## src/verilog/rsts_cfg.svh

```systemverilog
// Constants of the radio state timing and status block.
// Assumes a 10 MHz system clock; every microsecond count is derived from that rate.
`ifndef RSTS_CFG_SVH
`define RSTS_CFG_SVH

`define RSTS_CLK_MHZ        10
`define RSTS_CYC(us)        ((us) * `RSTS_CLK_MHZ)
`define RSTS_CNT_W          14

// Register offsets and status field layout
`define RSTS_ADDR_STATUS    6'h01
`define RSTS_ADDR_STATE     6'h02
`define RSTS_BIT_DONE       7
`define RSTS_BIT_RESULT     6
`define RSTS_STATUS_RST     8'h00
`define RSTS_CMD_RST        5'h00

// Times in microseconds
`define RSTS_T_WAKE_TYP_US  360
`define RSTS_T_WAKE_MAX_US  1000
`define RSTS_T_SLPW_TYP_US  210
`define RSTS_T_XTAL_TYP_US  330
`define RSTS_T_XTAL_MAX_US  1000
`define RSTS_T_PLL_INIT_US  250
`define RSTS_T_ANALOG_REGULATOR_US     40
`define RSTS_T_PLL_SW_US    100
`define RSTS_T_CF_MIN_US    8
`define RSTS_T_CF_MAX_US    24
`define RSTS_T_DCU_US       6
`define RSTS_T_RXTX_US      16
`define RSTS_T_TXRX_US      32
`define RSTS_T_FAST_US      1
`define RSTS_T_RSSI_US      2
`define RSTS_T_RND_US       1
`define RSTS_T_MEAS_TYP_US  135
`define RSTS_T_MEAS_MAX_US  180

// Output clock: half periods in system cycles, and sleep entry count
`define RSTS_DERIVED_OUTPUT_CLOCK_HALF_FAST 7'h02
`define RSTS_DERIVED_OUTPUT_CLOCK_HALF_SLOW 7'h20
`define RSTS_DERIVED_OUTPUT_CLOCK_SLP_CYC   14'h0023

`endif

```

## src/verilog/rsts_pkg.sv

```systemverilog
// Types of the radio state timing and status block.
// Used by the core and by its cycle timer.
package rsts_pkg;

  typedef enum logic [4:0] {
    CMD_NOP   = 5'h00,
    CMD_TXGO  = 5'h02,
    CMD_FIDLE = 5'h03,
    CMD_FPLL  = 5'h04,
    CMD_RXON  = 5'h06,
    CMD_IDLE  = 5'h08,
    CMD_PLL   = 5'h09,
    CMD_PREP  = 5'h10,
    CMD_AACK  = 5'h16,
    CMD_ARET  = 5'h19
  } rsts_cmd_type;

  typedef enum logic [3:0] {
    ST_P_ON, ST_BUSY_RX, ST_BUSY_TX, ST_RX_ON, ST_IDLE, ST_PLL_ON,
    ST_SLEEP, ST_PREP, ST_DEEP, ST_AA_BUSY, ST_AR_BUSY, ST_AA_LISTEN,
    ST_AR_READY
  } rsts_st_type;

  typedef struct packed {
    logic [13:0] cnt;
    logic        run;
    logic        done;
  } rsts_tmr_type;

  typedef struct packed {
    rsts_st_type state;
    rsts_st_type target;
    logic        pend;
    logic        x_run;
    logic        derived_output_clock_ok;
    logic        use_derived_output_clock;
    logic [4:0]  cmd;
    logic        done;
    logic        result;
    logic        meas_run;
    logic        meas_ed;
    logic        ed_done;
    logic [1:0]  trig_sync;
    logic        trig_prev;
    logic [3:0]  us_cnt;
    logic        rssi_ph;
    logic        rssi_p;
    logic        rnd_p;
    logic [6:0]  derived_output_clock_cnt;
    logic        derived_output_clock;
    logic        derived_output_clock_tick;
    logic [7:0]  rdata;
    logic        ack;
  } rsts_state_type;

endpackage

```

## src/verilog/rsts_timer.sv

```systemverilog
// Down-counting cycle timer: load a count, step it, get a done pulse.
// Assumes load and step come from logic on the same clock.
`timescale 1ns/1ns
`default_nettype none

module rsts_timer (
  input  wire logic        i_sys_clk,
  input  wire logic        i_nrst,
  input  wire logic        i_load,
  input  wire logic [13:0] i_count,
  input  wire logic        i_step,
  output logic             o_done,
  output logic             o_busy
);
  import rsts_pkg::*;

  rsts_tmr_type r_reg;
  rsts_tmr_type r_next;

  // Load wins over stepping; a zero count finishes at once
  always_comb begin
    r_next      = r_reg;
    r_next.done = 1'b0;
    if (i_load) begin
      r_next.cnt = i_count;
      r_next.run = (i_count != 14'h0000);
      r_next.done = (i_count == 14'h0000);
    end else if (r_reg.run && i_step) begin
      if (r_reg.cnt <= 14'h0001) begin
        r_next.cnt  = 14'h0000;
        r_next.run  = 1'b0;
        r_next.done = 1'b1;
      end else begin
        r_next.cnt = r_reg.cnt - 14'h0001;
      end
    end
  end

  // State register
  always_ff @(posedge i_sys_clk or negedge i_nrst) begin
    if (!i_nrst) begin
      r_reg <= '0;
    end else begin
      r_reg <= r_next;
    end
  end

  assign o_done = r_reg.done;
  assign o_busy = r_reg.run;

endmodule

`default_nettype wire

```

## src/verilog/rsts_core.sv

```systemverilog
// Radio operating-state controller: state encoding, timed transitions,
// status and command registers, output clock and measurement timing.
// Assumes a register port driven by a host on the same clock and an
// asynchronous trigger pin; analogue blocks are outside.
//
// Contract
// - Lowest power to idle takes 360 us typical, 1000 us worst.
// - Pre-lowpower to lowest power takes 35 output clocks, 0 if slow.
// - Output clock available 330 us typical, 1000 us worst after start.
// - Idle to synth-ready settles in 250 us including regulator time.
// - Channel change resettles the synthesizer within 100 us.
// - Center calibration 8 to 24 us, DC-unit calibration 6 us.
// - Receive to transmit 16 us, transmit to receive 32 us.
// - Signal strength refreshes every 2 us in receive states.
// - Energy detection spans eight symbols, 135 us typical, 180 worst.
// - Channel check takes 135/180 us, then done and result update.
// - A fresh random value every 1 us.
// - Read-only status register at 0x01 shows state and check outcome.
// - Bit 7 done, bit 6 result, bit 5 reserved, 4:0 state; reset 0.
// - Basic state codes as enumerated; other codes reserved.
// - Codes 0x11, 0x12, 0x16, 0x19 only in extended mode.
// - No register answer in sleep or lowest power; host avoids it.
// - Pending transition reads as code 0x1F.
// - Change starts on command write at 0x02 or trigger rising edge; the code also wakes from sleep on a falling edge.
// - Each command write starts a transition toward its state; the code ignores all but forced ones while one is pending.
// - Command field resets to 0x00 and decodes the listed codes.
// - Forced synth-ready ignored in power-on, sleep states or toward them.
`timescale 1ns/1ns
`default_nettype none
`include "rsts_cfg.svh"

module rsts_core #(
  parameter bit P_WORST = 1'b0,
  parameter int P_XTAL_CYC = P_WORST ? `RSTS_CYC(`RSTS_T_XTAL_MAX_US)
                                     : `RSTS_CYC(`RSTS_T_XTAL_TYP_US),
  parameter int P_WAKE_CYC = P_WORST ? `RSTS_CYC(`RSTS_T_WAKE_MAX_US)
                                     : `RSTS_CYC(`RSTS_T_WAKE_TYP_US),
  parameter int P_SLPW_CYC = P_WORST ? `RSTS_CYC(`RSTS_T_WAKE_MAX_US)
                                     : `RSTS_CYC(`RSTS_T_SLPW_TYP_US)
) (
  input  wire logic       i_sys_clk,
  input  wire logic       i_nrst,
  input  wire logic [5:0] i_reg_addr,
  input  wire logic       i_reg_wr,
  input  wire logic       i_reg_rd,
  input  wire logic [7:0] i_reg_wdata,
  input  wire logic       i_sleep_transmit_trigger,
  input  wire logic       i_derived_output_clock_slow,
  input  wire logic       i_channel_change,
  input  wire logic       i_cal_start,
  input  wire logic       i_frame_start,
  input  wire logic       i_frame_end,
  input  wire logic       i_tx_end,
  input  wire logic       i_cca_request,
  input  wire logic       i_ed_request,
  input  wire logic       i_channel_clear,
  output logic [7:0]      o_reg_rdata,
  output logic            o_reg_ack,
  output logic            o_derived_output_clock,
  output logic            o_derived_output_clock_available,
  output logic [4:0]      o_state_code,
  output logic            o_rssi_update,
  output logic            o_random_update,
  output logic            o_ed_done
);
  import rsts_pkg::*;

  localparam logic [13:0] C_FAST = 14'(`RSTS_CYC(`RSTS_T_FAST_US));
  localparam logic [13:0] C_INIT = 14'(`RSTS_CYC(`RSTS_T_PLL_INIT_US));
  localparam logic [13:0] C_SW   = 14'(`RSTS_CYC(`RSTS_T_PLL_SW_US));
  localparam logic [13:0] C_CAL  = 14'(`RSTS_CYC((P_WORST ?
    `RSTS_T_CF_MAX_US : `RSTS_T_CF_MIN_US) + `RSTS_T_DCU_US));
  localparam logic [13:0] C_RXTX = 14'(`RSTS_CYC(`RSTS_T_RXTX_US));
  localparam logic [13:0] C_TXRX = 14'(`RSTS_CYC(`RSTS_T_TXRX_US));
  localparam logic [13:0] C_MEAS = 14'(`RSTS_CYC(P_WORST ?
    `RSTS_T_MEAS_MAX_US : `RSTS_T_MEAS_TYP_US));
  localparam logic [3:0]  C_US   = 4'(`RSTS_CYC(`RSTS_T_RND_US) - 1);
  localparam logic [13:0] C_XTAL = 14'(P_XTAL_CYC);
  localparam logic [13:0] C_WAKE = 14'(P_WAKE_CYC);
  localparam logic [13:0] C_SLPW = 14'(P_SLPW_CYC);

  // extended codes only from extended states
  function automatic logic [4:0] code_of(input rsts_st_type s);
    unique case (s)
      ST_P_ON:      code_of = 5'h00;
      ST_BUSY_RX:   code_of = 5'h01;
      ST_BUSY_TX:   code_of = 5'h02;
      ST_RX_ON:     code_of = 5'h06;
      ST_IDLE:      code_of = 5'h08;
      ST_PLL_ON:    code_of = 5'h09;
      ST_SLEEP:     code_of = 5'h0f;
      ST_DEEP:      code_of = 5'h0f;
      ST_PREP:      code_of = 5'h10;
      ST_AA_BUSY:   code_of = 5'h11;
      ST_AR_BUSY:   code_of = 5'h12;
      ST_AA_LISTEN: code_of = 5'h16;
      ST_AR_READY:  code_of = 5'h19;
      default:      code_of = 5'h1f;
    endcase
  endfunction

  // States whose synthesizer is already running
  function automatic logic pll_up(input rsts_st_type s);
    pll_up = (s == ST_PLL_ON) || (s == ST_RX_ON) || (s == ST_AA_LISTEN) ||
             (s == ST_AR_READY);
  endfunction

  // Power-on or sleeping states where forced commands do not apply
  function automatic logic dormant(input rsts_st_type s);
    dormant = (s == ST_P_ON) || (s == ST_SLEEP) || (s == ST_DEEP);
  endfunction

  rsts_state_type r_reg;
  rsts_state_type r_next;

  logic        tmr_load;
  logic [13:0] tmr_count;
  logic        tmr_step;
  logic        tmr_done;
  logic        tmr_busy;
  logic        meas_load;
  logic        meas_done;
  logic        go;
  rsts_st_type go_tgt;
  logic [13:0] go_cnt;
  logic        go_derived_output_clock;

  // transition timer on the device clock
  rsts_timer u_trans (
    .i_sys_clk (i_sys_clk),
    .i_nrst    (i_nrst),
    .i_load    (tmr_load),
    .i_count   (tmr_count),
    .i_step    (tmr_step),
    .o_done    (tmr_done),
    .o_busy    (tmr_busy)
  );

  // measurement timer shared by energy detection and channel check
  rsts_timer u_meas (
    .i_sys_clk (i_sys_clk),
    .i_nrst    (i_nrst),
    .i_load    (meas_load),
    .i_count   (C_MEAS),
    .i_step    (1'b1),
    .o_done    (meas_done),
    .o_busy    ()
  );

  // Next-state logic of the whole controller
  always_comb begin
    logic        access;
    logic        rise;
    logic        fall;
    logic        rx_st;
    rsts_st_type s;
    access  = 1'b0;
    rise    = 1'b0;
    fall    = 1'b0;
    rx_st   = 1'b0;
    s       = r_reg.state;
    r_next  = r_reg;
    go      = 1'b0;
    go_tgt  = r_reg.state;
    go_cnt  = C_FAST;
    go_derived_output_clock = 1'b0;
    tmr_load  = 1'b0;
    tmr_count = C_XTAL;
    meas_load = 1'b0;
    r_next.ack       = 1'b0;
    r_next.rnd_p     = 1'b0;
    r_next.rssi_p    = 1'b0;
    r_next.ed_done   = 1'b0;
    r_next.derived_output_clock_tick = 1'b0;

    // Trigger pin: two flops, then edge detect on the second
    r_next.trig_sync = {r_reg.trig_sync[0], i_sleep_transmit_trigger};
    r_next.trig_prev = r_reg.trig_sync[1];
    rise = r_reg.trig_sync[1] && !r_reg.trig_prev;
    fall = !r_reg.trig_sync[1] && r_reg.trig_prev;
    // register port goes deaf in both sleep states
    access = (s != ST_SLEEP) && (s != ST_DEEP);
    rx_st = (s == ST_RX_ON) || (s == ST_BUSY_RX) ||
            (s == ST_AA_LISTEN) || (s == ST_AA_BUSY);

    // oscillator start after reset, then output clock available
    if (s == ST_P_ON && !r_reg.derived_output_clock_ok && !r_reg.x_run) begin
      r_next.x_run = 1'b1;
      tmr_load     = 1'b1;
    end

    // Register access, answered one cycle later
    if (access && (i_reg_rd || i_reg_wr)) begin
      r_next.ack = 1'b1;
      unique case (i_reg_addr)
        // status read shows state and check outcome
        // done, result, reserved zero, state field
        `RSTS_ADDR_STATUS: r_next.rdata = {r_reg.done, r_reg.result,
          1'b0, r_reg.pend ? 5'h1f : code_of(s)};
        `RSTS_ADDR_STATE:  r_next.rdata = {3'h0, r_reg.cmd};
        default:           r_next.rdata = 8'h00;
      endcase
    end

    // toward the state named by the code
    if (access && i_reg_wr && i_reg_addr == `RSTS_ADDR_STATE) begin
      r_next.cmd = i_reg_wdata[4:0];
      unique case (i_reg_wdata[4:0])
        CMD_FIDLE: if (!dormant(s)) begin
          go = 1'b1; go_tgt = ST_IDLE;
        end
        CMD_FPLL: if (!dormant(s) && !(r_reg.pend &&
                      dormant(r_reg.target))) begin
          go = 1'b1; go_tgt = ST_PLL_ON;
          go_cnt = (s == ST_IDLE) ? C_INIT : C_FAST;
        end
        default: if (!r_reg.pend) begin
          unique case (i_reg_wdata[4:0])
            // wake to idle from power-on uses the long wake time
            CMD_IDLE: if (s == ST_P_ON ? r_reg.derived_output_clock_ok : 1'b1) begin
              go = 1'b1; go_tgt = ST_IDLE;
              go_cnt = (s == ST_P_ON) ? C_WAKE : C_FAST;
            end
            CMD_PLL, CMD_RXON, CMD_AACK, CMD_ARET:
              if (s == ST_IDLE || pll_up(s) || s == ST_BUSY_RX) begin
                go = 1'b1;
                go_cnt = (s == ST_IDLE) ? C_INIT : C_FAST;
                go_tgt = (i_reg_wdata[4:0] == CMD_PLL) ? ST_PLL_ON :
                         (i_reg_wdata[4:0] == CMD_RXON) ? ST_RX_ON :
                         (i_reg_wdata[4:0] == CMD_AACK) ? ST_AA_LISTEN :
                         ST_AR_READY;
              end
            CMD_PREP: if (s == ST_IDLE) begin
              go = 1'b1; go_tgt = ST_PREP;
            end
            // transmit start settles receive to transmit
            CMD_TXGO: if (s == ST_PLL_ON || s == ST_AR_READY) begin
              go = 1'b1; go_cnt = C_RXTX;
              go_tgt = (s == ST_PLL_ON) ? ST_BUSY_TX : ST_AR_BUSY;
            end
            default: ;
          endcase
        end
      endcase
    end else if (!r_reg.pend) begin
      // trigger pin edges in the states that accept them
      // lowest power entry counts output clocks
      if (rise && (s == ST_IDLE || s == ST_PREP)) begin
        go = 1'b1; go_derived_output_clock = 1'b1;
        go_tgt = (s == ST_IDLE) ? ST_SLEEP : ST_DEEP;
        go_cnt = i_derived_output_clock_slow ? 14'h0000 : `RSTS_DERIVED_OUTPUT_CLOCK_SLP_CYC;
      end else if (rise && (s == ST_PLL_ON || s == ST_AR_READY)) begin
        go = 1'b1; go_cnt = C_RXTX;
        go_tgt = (s == ST_PLL_ON) ? ST_BUSY_TX : ST_AR_BUSY;
      end else if (fall && (s == ST_SLEEP || s == ST_DEEP)) begin
        go = 1'b1; go_tgt = ST_IDLE;
        go_cnt = (s == ST_DEEP) ? C_WAKE : C_SLPW;
      end else if (i_tx_end && (s == ST_BUSY_TX || s == ST_AR_BUSY)) begin
        go = 1'b1; go_cnt = C_TXRX;
        go_tgt = (s == ST_BUSY_TX) ? ST_PLL_ON : ST_AR_READY;
      end else if (i_channel_change && pll_up(s)) begin
        go = 1'b1; go_cnt = C_SW;
      end else if (i_cal_start && pll_up(s)) begin
        go = 1'b1; go_cnt = C_CAL;
      end else if (i_frame_start && s == ST_RX_ON) begin
        r_next.state = ST_BUSY_RX;
      end else if (i_frame_start && s == ST_AA_LISTEN) begin
        r_next.state = ST_AA_BUSY;
      end else if (i_frame_end && s == ST_BUSY_RX) begin
        r_next.state = ST_RX_ON;
      end else if (i_frame_end && s == ST_AA_BUSY) begin
        r_next.state = ST_AA_LISTEN;
      end
    end

    if (go) begin
      r_next.pend     = 1'b1;
      r_next.target   = go_tgt;
      r_next.use_derived_output_clock = go_derived_output_clock;
      tmr_load        = 1'b1;
      tmr_count       = go_cnt;
    end else if (tmr_done && r_reg.x_run) begin
      r_next.x_run   = 1'b0;
      r_next.derived_output_clock_ok = 1'b1;
    end else if (tmr_done && r_reg.pend) begin
      // pending code to target in one step
      r_next.pend    = 1'b0;
      r_next.state   = r_reg.target;
      r_next.derived_output_clock_ok = !(r_reg.target == ST_SLEEP ||
                         r_reg.target == ST_DEEP);
    end

    // Output clock divider, stopped until available and in sleep
    if (r_reg.derived_output_clock_ok) begin
      if (r_reg.derived_output_clock_cnt == 7'h00) begin
        r_next.derived_output_clock_cnt = (i_derived_output_clock_slow ? `RSTS_DERIVED_OUTPUT_CLOCK_HALF_SLOW
                                       : `RSTS_DERIVED_OUTPUT_CLOCK_HALF_FAST) - 7'h01;
        r_next.derived_output_clock      = !r_reg.derived_output_clock;
        r_next.derived_output_clock_tick = !r_reg.derived_output_clock;
      end else begin
        r_next.derived_output_clock_cnt = r_reg.derived_output_clock_cnt - 7'h01;
      end
    end else begin
      r_next.derived_output_clock_cnt = 7'h00;
      r_next.derived_output_clock     = 1'b0;
    end

    // microsecond tick gives the random refresh
    // every second tick refreshes signal strength
    if (r_reg.us_cnt == C_US) begin
      r_next.us_cnt  = 4'h0;
      r_next.rnd_p   = 1'b1;
      r_next.rssi_ph = !r_reg.rssi_ph;
      r_next.rssi_p  = rx_st && r_reg.rssi_ph;
    end else begin
      r_next.us_cnt = r_reg.us_cnt + 4'h1;
    end

    // energy detection and channel check measurement
    if (!r_reg.meas_run && rx_st && (i_cca_request || i_ed_request)) begin
      meas_load       = 1'b1;
      r_next.meas_run = 1'b1;
      r_next.meas_ed  = !i_cca_request;
      if (i_cca_request) begin
        r_next.done = 1'b0;
      end
    end else if (meas_done) begin
      // a channel check updates done and result at the end
      r_next.meas_run = 1'b0;
      r_next.ed_done  = r_reg.meas_ed;
      if (!r_reg.meas_ed) begin
        r_next.done   = 1'b1;
        r_next.result = i_channel_clear;
      end
    end
  end

  // Step on output clock rising edges only when counting output clocks
  assign tmr_step = r_reg.use_derived_output_clock ? r_reg.derived_output_clock_tick : 1'b1;

  // all state, status bits included, resets to zero
  always_ff @(posedge i_sys_clk or negedge i_nrst) begin
    if (!i_nrst) begin
      r_reg       <= '0;
      r_reg.state <= ST_P_ON;
      r_reg.target <= ST_P_ON;
      r_reg.cmd   <= `RSTS_CMD_RST;
    end else begin
      r_reg <= r_next;
    end
  end

  // Outputs from the state register; the state code is decoded from it
  assign o_reg_rdata            = r_reg.rdata;
  assign o_reg_ack              = r_reg.ack;
  assign o_derived_output_clock = r_reg.derived_output_clock;
  assign o_derived_output_clock_available       = r_reg.derived_output_clock_ok;
  assign o_state_code = r_reg.pend ? 5'h1f : code_of(r_reg.state);
  assign o_rssi_update          = r_reg.rssi_p;
  assign o_random_update        = r_reg.rnd_p;
  assign o_ed_done              = r_reg.ed_done;

endmodule

`default_nettype wire

```

## config.mk

```make
export PLATFORM = sky130hd
export DESIGN_NAME = rsts_core
export DESIGN_NICKNAME = d
export VERILOG_FILES = /design/src/verilog/rsts_pkg.sv /design/src/verilog/rsts_timer.sv /design/src/verilog/rsts_core.sv
export VERILOG_INCLUDE_DIRS = /design/src /design/src/verilog
export SDC_FILE = /design/constraint.sdc
export NUM_CORES = 1
export LEC_CHECK = 0
export BUFFER_PORTS_ARGS = -buffer_cell sky130_fd_sc_hd__clkbuf_2
export CAP_MARGIN = 20
export CORE_MARGIN = 4
export CORE_UTILIZATION = 23
export DETAILED_ROUTE_END_ITERATION = 10
export GPL_ROUTABILITY_DRIVEN = 0
export PLACE_DENSITY = 0.41
export SKIP_CTS_REPAIR_TIMING = 1
export SYNTH_ARGS = -nofsm -noshare
export SYNTH_HDL_FRONTEND = slang
export SYNTH_SLANG_ARGS = --single-unit
export TNS_END_PERCENT = 30
```

## constraint.sdc

```tcl
create_clock -name i_sys_clk -period 2.6 [get_ports i_sys_clk]
set_input_delay 0.39 -clock i_sys_clk [delete_from_list [all_inputs] [get_ports i_sys_clk]]
set_output_delay 0.39 -clock i_sys_clk [all_outputs]
set_load 0.01 [all_outputs]
```

==> impl_metrics.csv, run 1 <==
group,metric,value,unit
finish,final_core_util,29.6,%
worst_setup_path,critical_path.max_stage_delay,0.39,ns
die,design.core.area,0.0226,mm2
cts,cts-root-to-sink-buffers,2,
yosys,yosys.cell_count.top_type,"dfrtp_1",
cts,clk_pin_slew_worst_paths,0.07,ns
pwr,internal-power,2.24,mW
yosys,yosys.area.top_type_share,38.5,%
finish,largest_reg_flops,34,
route,drt-vias-per-instance,5.00,
route,drt-wirelength-per-cell,16.2,um
timing,timing.final.crit_share,96.2,%
min_path,timing.hold.worst.class,"in2async",
die,top_level_ports,47,
grt,grt.overflow.total,0,
yosys,netlist_top_cells_area,"dfrtp_1 (39%), o21ai_0 (5.3%), nor2_1 (4.7%)",
grt,met3_usage,2.77,%
grt,grt_antenna_before_repair,2,
route,routed-via-count,5023,
timing,max_slew_margin,55.8,%
timing,hold_viol,0,
yosys,yosysSeqAreaShare,38.5,%
yosys,synth.avg_cell_area,8.63,um2
cts,cts.sinks,81,
placement,numPlacedInstances,985,
grt,grt.met1_usage,17.2,%
finish,diodes,0,
pwr,irDropWorstVdd,238,uV
pwr,pwr-share-comb,13.0,%
cts,cts_root_buf,"clkbuf_16",
finish,net_count_reported_at_finish,753,
worst_setup_path,worst_setup_path_start_kind,"flip-flop",
timing,report.final.setup_viol,0,
die,die_y,159,um
yosys,synthFlopType,"dfrtp_1",
yosys,post-synth-top-area-cell,"dfrtp_1",
timing,timing_worst_slew_pin_value,0.653,ns
die,die_area,0.0254,mm2
yosys,syn-num-nets,649,
worst_setup_path,cp_slowest_cell,"dfrtp_1",
grt,grt_usage,12.7,%
die,floorplan.rows,55,
pwr,power_frac_seq,45.6,%
grt,grt_util_met2,20.6,%
pwr,p_clk_share,41.4,%
die,floorplan.initialDensity,23.3,%
pwr,p_leak,2.90,nW
yosys,synth_top_cells_by_count,"dfrtp_1 (81), nor2_1 (66), nand2_1 (65)",
timing,worst_hold_slack,0.0215,ns
cts,cts_buffers,9,
pwr,power.density,476,mW/mm2
timing,rsz0062_at_grt,"yes",
yosys,netlist_area,0.00526,mm2
grt,first_global_vias,4993,
cts,clk_latency,0.35,ns
grt,grt.busiest_layer,"met2",
cts,tritoncts,"yes",
finish,area.growth.synth_to_final,26.9,%
placement,place_hpwl,12.5,mm
yosys,ys_seq_elements,81,
worst_setup_path,timing.critical_path.arrival,2.73,ns
worst_setup_path,category_of_the_worst_setup_path_capture_point,"flip-flop",
finish,layoutNonFillerInstCount,1004,
worst_setup_path,crit_required,2.83,ns
yosys,synth_edf_count,0,
grt,first_pass_grt_wire_length,26.6,mm
timing,fin_crit,2.50,ns
placement,buffers_on_ports,42,
worst_setup_path,path_max_fanout,6,
die,die_width,159,um
grt,grt_start_max_net_pins,39,
job,number_of_violations_of_the_max_capacitance_limit,0,
route,drc,0,
timing,maxClockFrequency,400,MHz
route,drt-total-wl,16.3,mm
route,iter_0_drt_violations,293,
worst_setup_path,timing_worst_setup_path_type,"reg2reg",
route,drt_pre_antenna_iters,5,
worst_setup_path,critical-path-top-cell-by-count,"buf_4",
pwr,power_switching,0.941,mW
cts,cts_max_level,3,
yosys,async_reset_ff_share,100,%
timing,finalClockSkew,0.0127,ns
timing,final_max_slew_viol_count,0,
route,drtAntennaViolNets,0,
worst_setup_path,rrSetupSlack,0.1,ns
finish,final_layout_size_suffix_gt1_share,26.7,%
yosys,synth_warnings,0,
pwr,post-layout-total-power,3.18,mW
worst_setup_path,timing.critical_path.cells,"buf_4 > ha_2 > or2_4 > a21oi_4 > nor2_2 > o31ai_2 > buf_4 > a31o_4 > nand4b_4 > mux2_4",
yosys,synth.lib_cells_used.distinct,81,
outcome,result_of_the_run,"complete, no violations",
yosys,netlist_instances,610,
pwr,power_switching_share,29.6,%
==> metrics by stage <==
stage	worst slack, ns	area, um2	setup TNS (ns)
after CTS	-0.0164	6580	-0.0398
final	0.0977	6680	0
after detailed placement	0.0156	6270	0
after floorplan	0.0844	5260	0
after global placement	0.00887	6270	0
after global routing	-0.00399	6680	-0.00535
==> worst max-delay path, delay by kind of cell, from the launching register on <==
kind	cells	cell delay, ns
compound gates	3	0.62
fa+ha+maj	1	0.17
buf+inv	2	0.34
flops	1	0.39
mux	1	0.34
simple gates	3	0.51
==> path summary, 6_finish.rpt <==
| check | startpoint | endpoint | cells past startpoint |
|---|---|---|---|
| setup / recovery | r_reg[47] | r_reg[47] | 10 |
| hold / removal | i_nrst | r_reg[37] | 1 |
| setup reg to reg | r_reg[47] | r_reg[47] | 10 |
| hold reg to reg | r_next[27] | r_next[25] | 0 |
| max in group asynchronous | i_nrst | u_trans.r_reg[2] | 2 |
| min in group i_sys_clk | i_sleep_transmit_trigger | r_next[27] | 1 |
==> final cells by class <==
class | count | area [um2]
Clock buffer | 9 | 225
Fill cell | 2415 | 15900
Clock inverter | 7 | 83.8
Inverter | 20 | 75.1
Multi-Input combinational cell | 472 | 3010
Timing Repair Buffer | 130 | 893
Tap cell | 285 | 357
Sequential cell | 81 | 2030
==> cell families (layout without fill, tap and decap cells) <==
kind of cell	after synthesis	in the layout	share of synthesized area, %
multiplexers	10	10	2.28
AO/OA/AOI/OAI	190	190	24.5
flip-flops	81	81	38.5
adder cells (fa/ha/maj)	11	11	2.62
buffers and inverters	57	166	5.47
other	1	1	0.0713
XOR/XNOR	7	7	1.17
AND/OR/NAND/NOR	253	253	25.3
==> cell usage in the layout, fill, tap and decap left out, types with 5 or more instances in the layout <==
cell type,count
buf_4,86
dfrtp_1,81
nor2_1,65
nand2_1,64
o21ai_0,56
clkbuf_2,41
a21oi_1,35
nor3_1,21
inv_1,17
nor2b_1,11
a31oi_1,11
nand2b_1,11
nand3_1,10
clkbuf_16,9
and3_1,8
nand3b_1,8
ha_1,8
o21a_1,7
and2_1,7
a211oi_1,6
nor4_1,6
o211ai_1,6
a22oi_1,6
o311ai_0,5
==> power groups by stage <==
stage	combinational (mW)	sequential [mW]	clock [mW]
after detailed placement	0.413	1.47	0
after global routing	0.461	1.46	1.42
final	0.413	1.45	1.31
after global placement	0.413	1.47	0
after CTS	0.417	1.45	1.37
after floorplan	0.285	1.44	0
==> routing by layer <==
| metal | wire length, um | vias up |
|---|---|---|
| li1 | - | 2407 |
| met5 | 27 | - |
| met4 | 250 | 4 |
| met3 | 758 | 23 |
| met1 | 7570 | 2471 |
| met2 | 7650 | 118 |
No activity file was read; power rests on OpenSTA's default activity.
==> run 2: changes to the inputs <==
--- a/config.mk
+++ b/config.mk
@@ -12,6 +12,7 @@
 export CORE_UTILIZATION = 23
 export DETAILED_ROUTE_END_ITERATION = 10
 export GPL_ROUTABILITY_DRIVEN = 0
+export MAX_ROUTING_LAYER = met4
 export PLACE_DENSITY = 0.41
 export SKIP_CTS_REPAIR_TIMING = 1
 export SYNTH_ARGS = -nofsm -noshare
==> run 2 against run 1 <==
  * Worst hold slack gained 0.0037 ns
  * First-iteration DRC count up 2.4%
  * Combinational power is essentially flat
  * Worst setup slack better by 0.019 ns
  * Final cell count up 0.20%
  * Non-clock buffer count unchanged
  * Count of clock-buffer cells in the layout unchanged
  * Die area did not move
  * Clock power barely moved
  * Largest power group unchanged
==> impl_metrics.csv, run 2 (same netlist as run 1, synthesis figures left out) <==
group,metric,value,unit
outcome,result_of_the_run,"complete, no violations",
worst_setup_path,worst_setup_path_start_kind,"flip-flop",
cts,cts_max_level,3,
finish,mostFrequentLayoutCells,"buf_4 (86), dfrtp_1 (81), nor2_1 (65), nand2_1 (64), o21ai_0 (56)",
die,die_y,159,um
grt,grt_start_max_net_pins,39,
timing,timing.final.crit_share,95.5,%
pwr,power_switching_share,29.5,%
worst_setup_path,timing.critical_path.arrival,2.74,ns
finish,layout.filler_cells,2413,
route,drt-vias-per-instance,4.94,
timing,maxClockFrequency,403,MHz
cts,cts_buffers,9,
finish,largest_reg_flops,34,
finish,final_layout_size_suffix_gt1_share,26.7,%
pwr,power_switching,0.936,mW
timing,final_max_slew_viol_count,0,
cts,tritoncts,"yes",
timing,rsz0062_at_grt,"yes",
die,die_width,159,um
cts,clk_pin_slew_worst_paths,0.07,ns
route,drt_pre_antenna_iters,5,
cts,cts.sinks,81,
timing,tns,0,ns
route,iter_0_drt_violations,300,
finish,net_count_reported_at_finish,753,
timing,hold_viol,0,
die,top_level_ports,47,
grt,grt_antenna_before_repair,2,
timing,finalClockSkew,0.0124,ns
worst_setup_path,cp_slowest_cell,"dfrtp_1",
worst_setup_path,critical_path.max_stage_delay,0.39,ns
timing,worst_hold_slack,0.0252,ns
worst_setup_path,category_of_the_worst_setup_path_capture_point,"flip-flop",
pwr,irDropWorstVdd,238,uV
route,drc,0,
worst_setup_path,worstRegToRegCells,11,
route,drtAntennaViolNets,0,
worst_setup_path,timing_worst_setup_path_type,"reg2reg",
worst_setup_path,crit_required,2.86,ns
die,design.core.area,0.0226,mm2
finish,area.growth.synth_to_final,27.0,%
cts,cts_root_buf,"clkbuf_16",
timing,fin_crit,2.48,ns
pwr,p_clk_share,41.3,%
pwr,power.density,475,mW/mm2
route,routed-via-count,4969,
timing,max_slew_margin,55.8,%
worst_setup_path,timing.critical_path.cells,"buf_4 > ha_2 > mux2_4 > buf_4 > nand2_2 > a21oi_2 > o31ai_4 > o211ai_2 > buf_6 > o21a_1 > a211oi_2",
cts,clk_latency,0.35,ns
finish,layout.cells.most_common,"buf_4",
placement,buffers_on_ports,42,
die,floorplan.initialDensity,23.3,%
worst_setup_path,path_max_fanout,6,
cts,cts-root-to-sink-buffers,2,
placement,numPlacedInstances,985,
finish,layoutNonFillerInstCount,1006,
worst_setup_path,reg2reg_to,"u_trans.r_reg[10]",
pwr,p_leak,2.90,nW
die,die_area,0.0254,mm2
die,floorplan.rows,55,
placement,place_hpwl,12.5,mm
job,number_of_violations_of_the_max_capacitance_limit,0,
worst_setup_path,launching_point_of_the_worst_reg2reg_path,"r_reg[46]",
timing,timing_worst_slew_pin_value,0.653,ns
grt,grt.overflow.total,0,
grt,first_global_vias,4993,
timing,report.final.setup_viol,0,
route,drt-wirelength-per-cell,16.1,um
min_path,timing.hold.worst.class,"in2async",
worst_setup_path,critical-path-top-cell-by-count,"buf_4",
worst_setup_path,rrSetupSlack,0.12,ns
pwr,power_frac_seq,45.7,%
pwr,pwr-share-comb,13.0,%
grt,first_pass_grt_wire_length,26.6,mm
grt,grt_usage,13.1,%
route,drt-total-wl,16.2,mm
pwr,internal-power,2.24,mW
## run 2: cell types whose count changed in the layout (fill, tap and decap cells not counted)
| cell | previous run | this run |
|---|---|---|
| diode_2 | 0 | 2 |
## run 2: stage by stage
stage / total power, mW / utilization (%) / setup WS (ns) / area (um2)
detailed placement: 1.89 / 27.8 / 0.0156 / 6270
finish: 3.17 / 29.6 / 0.117 / 6680
global placement: 1.88 / 27.8 / 0.00887 / 6270
global route: 3.34 / 29.6 / -0.00408 / 6680
CTS: 3.23 / 29.1 / -0.0164 / 6580
floorplan: 1.72 / - / 0.0844 / 5260
## run 2: final cells by class
cell class	count	area, um2	area share [%]
Multi-Input combinational cell	472	3010	45.1
Sequential cell	81	2030	30.3
Timing Repair Buffer	130	893	13.4
Tap cell	285	357	5.34
Clock buffer	9	225	3.37
Clock inverter	7	83.8	1.25
Inverter	20	75.1	1.12
Antenna cell	2	5.00	0.0749
## run 2: power groups by stage
stage	combinational, mW	sequential [mW]	clock [mW]
final	0.413	1.45	1.31
after global routing	0.461	1.46	1.42
after CTS	0.417	1.45	1.37
after detailed placement	0.413	1.47	0
after global placement	0.413	1.47	0
after floorplan	0.285	1.44	0
## run 2: critical path: cells and delay by family (launching register included)
family	cells	cell delay, ns
compound gates	5	0.97
buf+inv	3	0.46
flops	1	0.39
mux	1	0.29
fa+ha+maj	1	0.20
simple gates	1	0.08
## run 2: how the worst max path moves through the flow
stage	startpoint	endpoint	slack, ns	cells past startpoint
after floorplan	r_reg[46]	r_reg[47]	0.08	10
after global placement	r_reg[47]	r_reg[47]	0.009	11
after detailed placement	r_reg[46]	r_reg[47]	0.02	10
after CTS	r_reg[46]	r_reg[47]	-0.02	11
after global routing	r_reg[46]	u_trans.r_reg[10]	-0.004	11
final	r_reg[46]	u_trans.r_reg[10]	0.12	11
## run 2: layer usage
layer / up-vias / part of all wire, % / global-route usage [%]
li1: 2406 / - / -
met1: 2422 / 47 / 17.2
met2: 124 / 47 / 20.6
met3: 17 / 5.1 / 2.56
met4: 0 / 1.5 / 3.67
met5: - / 0 / -
==> run 3: changes to the inputs <==
--- a/config.mk
+++ b/config.mk
@@ -9,11 +9,11 @@
 export BUFFER_PORTS_ARGS = -buffer_cell sky130_fd_sc_hd__clkbuf_2
 export CAP_MARGIN = 20
 export CORE_MARGIN = 4
-export CORE_UTILIZATION = 23
+export CORE_UTILIZATION = 30
 export DETAILED_ROUTE_END_ITERATION = 10
 export GPL_ROUTABILITY_DRIVEN = 0
 export MAX_ROUTING_LAYER = met4
-export PLACE_DENSITY = 0.41
+export PLACE_DENSITY = 0.5
 export SKIP_CTS_REPAIR_TIMING = 1
 export SYNTH_ARGS = -nofsm -noshare
 export SYNTH_HDL_FRONTEND = slang
==> run 3 against run 2 <==
  * The run now ends with negative hold slack left
  * Clock power barely moved
  * Critical path depth down 1
  * Flip-flop and latch count stayed put
  * Clock skew fell by 0.0052 ns
  * Worst setup slack worse by 0.045 ns
  * Sequential power hardly changed
  * Final cell count is 7.4% lower
  * Die area shrank 22%
  * Worst hold slack got worse by 0.039 ns
  * Global-route usage rose by 2.8 points
  * Utilization is 8.0 points higher
  * Design area down 2.9%
==> impl_metrics.csv, run 3 (same netlist as run 1, synthesis figures left out) <==
group,metric,value,unit
outcome,result_of_the_run,"finished, violations left",
outcome,violations,"negative hold slack",
die,top_level_ports,47,
worst_setup_path,reg2reg_to,"r_reg[47]",
worst_setup_path,rrSetupSlack,0.07,ns
route,drc,0,
route,iter_0_drt_violations,368,
timing,maxClockFrequency,396,MHz
route,drt-total-wl,14.9,mm
finish,largest_reg_flops,34,
cts,cts_max_level,3,
timing,hold_viol,7,
timing,tns,0,ns
pwr,irDropWorstVdd,296,uV
cts,cts.sinks,81,
grt,first_pass_grt_wire_length,24.7,mm
route,drt-wirelength-per-cell,16.0,um
die,die_width,140,um
worst_setup_path,cpLargestDelayFamily,"compound AO/OA/AOI/OAI gates",
die,floorplan.initialDensity,30.5,%
timing,rsz0062_at_grt,"yes",
timing,timing_worst_slew_pin_value,0.634,ns
worst_setup_path,timing.critical_path.cells,"buf_4 > ha_1 > or2_4 > a21oi_4 > nor2_1 > o31ai_2 > buf_4 > a31o_4 > nand4b_4 > mux2_4",
grt,first_global_vias,4851,
cts,tritoncts,"yes",
grt,grt_start_max_net_pins,49,
timing,timing.final.crit_share,97.2,%
timing,worst_hold_slack,-0.0135,ns
pwr,power.density,481,mW/mm2
timing,report.final.setup_viol,0,
die,die_y,140,um
worst_setup_path,launching_point_of_the_worst_reg2reg_path,"r_reg[46]",
cts,clk_latency,0.35,ns
grt,grt_usage,15.9,%
timing,fin_crit,2.53,ns
job,number_of_violations_of_the_max_capacitance_limit,0,
grt,grt_antenna_before_repair,0,
worst_setup_path,cp_slowest_cell,"dfrtp_1",
timing,max_slew_margin,57.1,%
finish,layout.cells.most_common,"dfrtp_1",
finish,post_route_cell_area,0.00649,mm2
cts,clk_pin_slew_worst_paths,0.07,ns
die,floorplan.rows,48,
die,die_area,0.0197,mm2
die,design.core.area,0.0172,mm2
finish,area.growth.synth_to_final,23.3,%
min_path,timing.hold.worst.class,"in2async",
worst_setup_path,path_max_fanout,5,
worst_setup_path,worstRegToRegCells,10,
cts,cts_buffers,9,
worst_setup_path,worst_setup_path_start_kind,"flip-flop",
grt,grt.overflow.total,0,
route,drt-vias-per-instance,5.33,
route,routed-via-count,4972,
finish,mostFrequentLayoutCells,"dfrtp_1 (81), buf_4 (75), nor2_1 (66), nand2_1 (65), o21ai_0 (55)",
worst_setup_path,critical_path.max_stage_delay,0.41,ns
finish,diodes,0,
route,drt_pre_antenna_iters,5,
worst_setup_path,timing.critical_path.arrival,2.76,ns
worst_setup_path,category_of_the_worst_setup_path_capture_point,"flip-flop",
pwr,p_leak,2.83,nW
cts,cts_root_buf,"clkbuf_16",
worst_setup_path,crit_required,2.83,ns
timing,finalClockSkew,0.00720,ns
cts,cts-root-to-sink-buffers,2,
placement,buffers_on_ports,42,
route,drtAntennaViolNets,0,
timing,final_max_slew_viol_count,0,
placement,place_hpwl,11.4,mm
finish,final_layout_size_suffix_gt1_share,24.5,%
finish,net_count_reported_at_finish,741,
finish,final_core_util,37.6,%
placement,post_dp_cell_area,0.00609,mm2
worst_setup_path,timing_worst_setup_path_type,"reg2reg",
worst_setup_path,worstPathBufferInverterCount,2,
worst_setup_path,critical-path-top-cell-by-count,"buf_4",
-- run 3: worst max path at each step --
stage / from / endpoint / slack (ns) / cells after the start
final: r_reg[46] / r_reg[47] / 0.07 / 10
after global routing: r_reg[46] / r_reg[47] / -0.03 / 10
after CTS: r_reg[46] / r_reg[45] / -0.006 / 10
after detailed placement: r_reg[46] / r_reg[45] / 0.005 / 10
after global placement: r_reg[46] / r_reg[45] / 0.007 / 10
after floorplan: r_reg[46] / r_reg[47] / 0.08 / 10
-- run 3: metal layers --
metal  routed length [um]  vias to the layer above  GRT usage (%)
met3                  844                       21           4.03
met1                 6820                     2415           20.5
met4                  253                        0           5.15
li1                     -                     2397              -
met2                 6980                      139           24.4
met5                    0                        -              -
-- run 3: per-stage QoR --
step	power (mW)	std cells	setup slack [ns]
detailed placement	1.86	911	0.00535
CTS	3.17	927	-0.00633
finish	3.12	932	0.0725
floorplan	1.72	610	0.0844
global placement	1.85	911	0.00716
global route	3.29	932	-0.0342
-- run 3: final cells by class --
class / instances / area [um2]
fillers: 1754 / 10700
multi-input cells: 472 / 3000
flip-flops and latches: 81 / 2030
repair buffers: 118 / 800
well taps: 225 / 282
clock buffers: 9 / 225
clock inverters: 7 / 81.3
inverters: 20 / 75.1
-- run 3: worst register-to-register path, cell delays in order, from the launching register on --
cell,delay [ns]
dfrtp_1,0.41
buf_4,0.17
ha_1,0.21
or2_4,0.25
a21oi_4,0.17
nor2_1,0.08
o31ai_2,0.24
buf_4,0.18
a31o_4,0.20
nand4b_4,0.17
mux2_4,0.34
-- run 3: report_power, final --
part	leakage (nW)	internal (mW)	total (mW)	switching [mW]
clock network	0.150	0.685	1.28	0.597
registers	1.01	1.36	1.46	0.103
logic	1.67	0.180	0.383	0.203
total	2.83	2.22	3.12	0.903
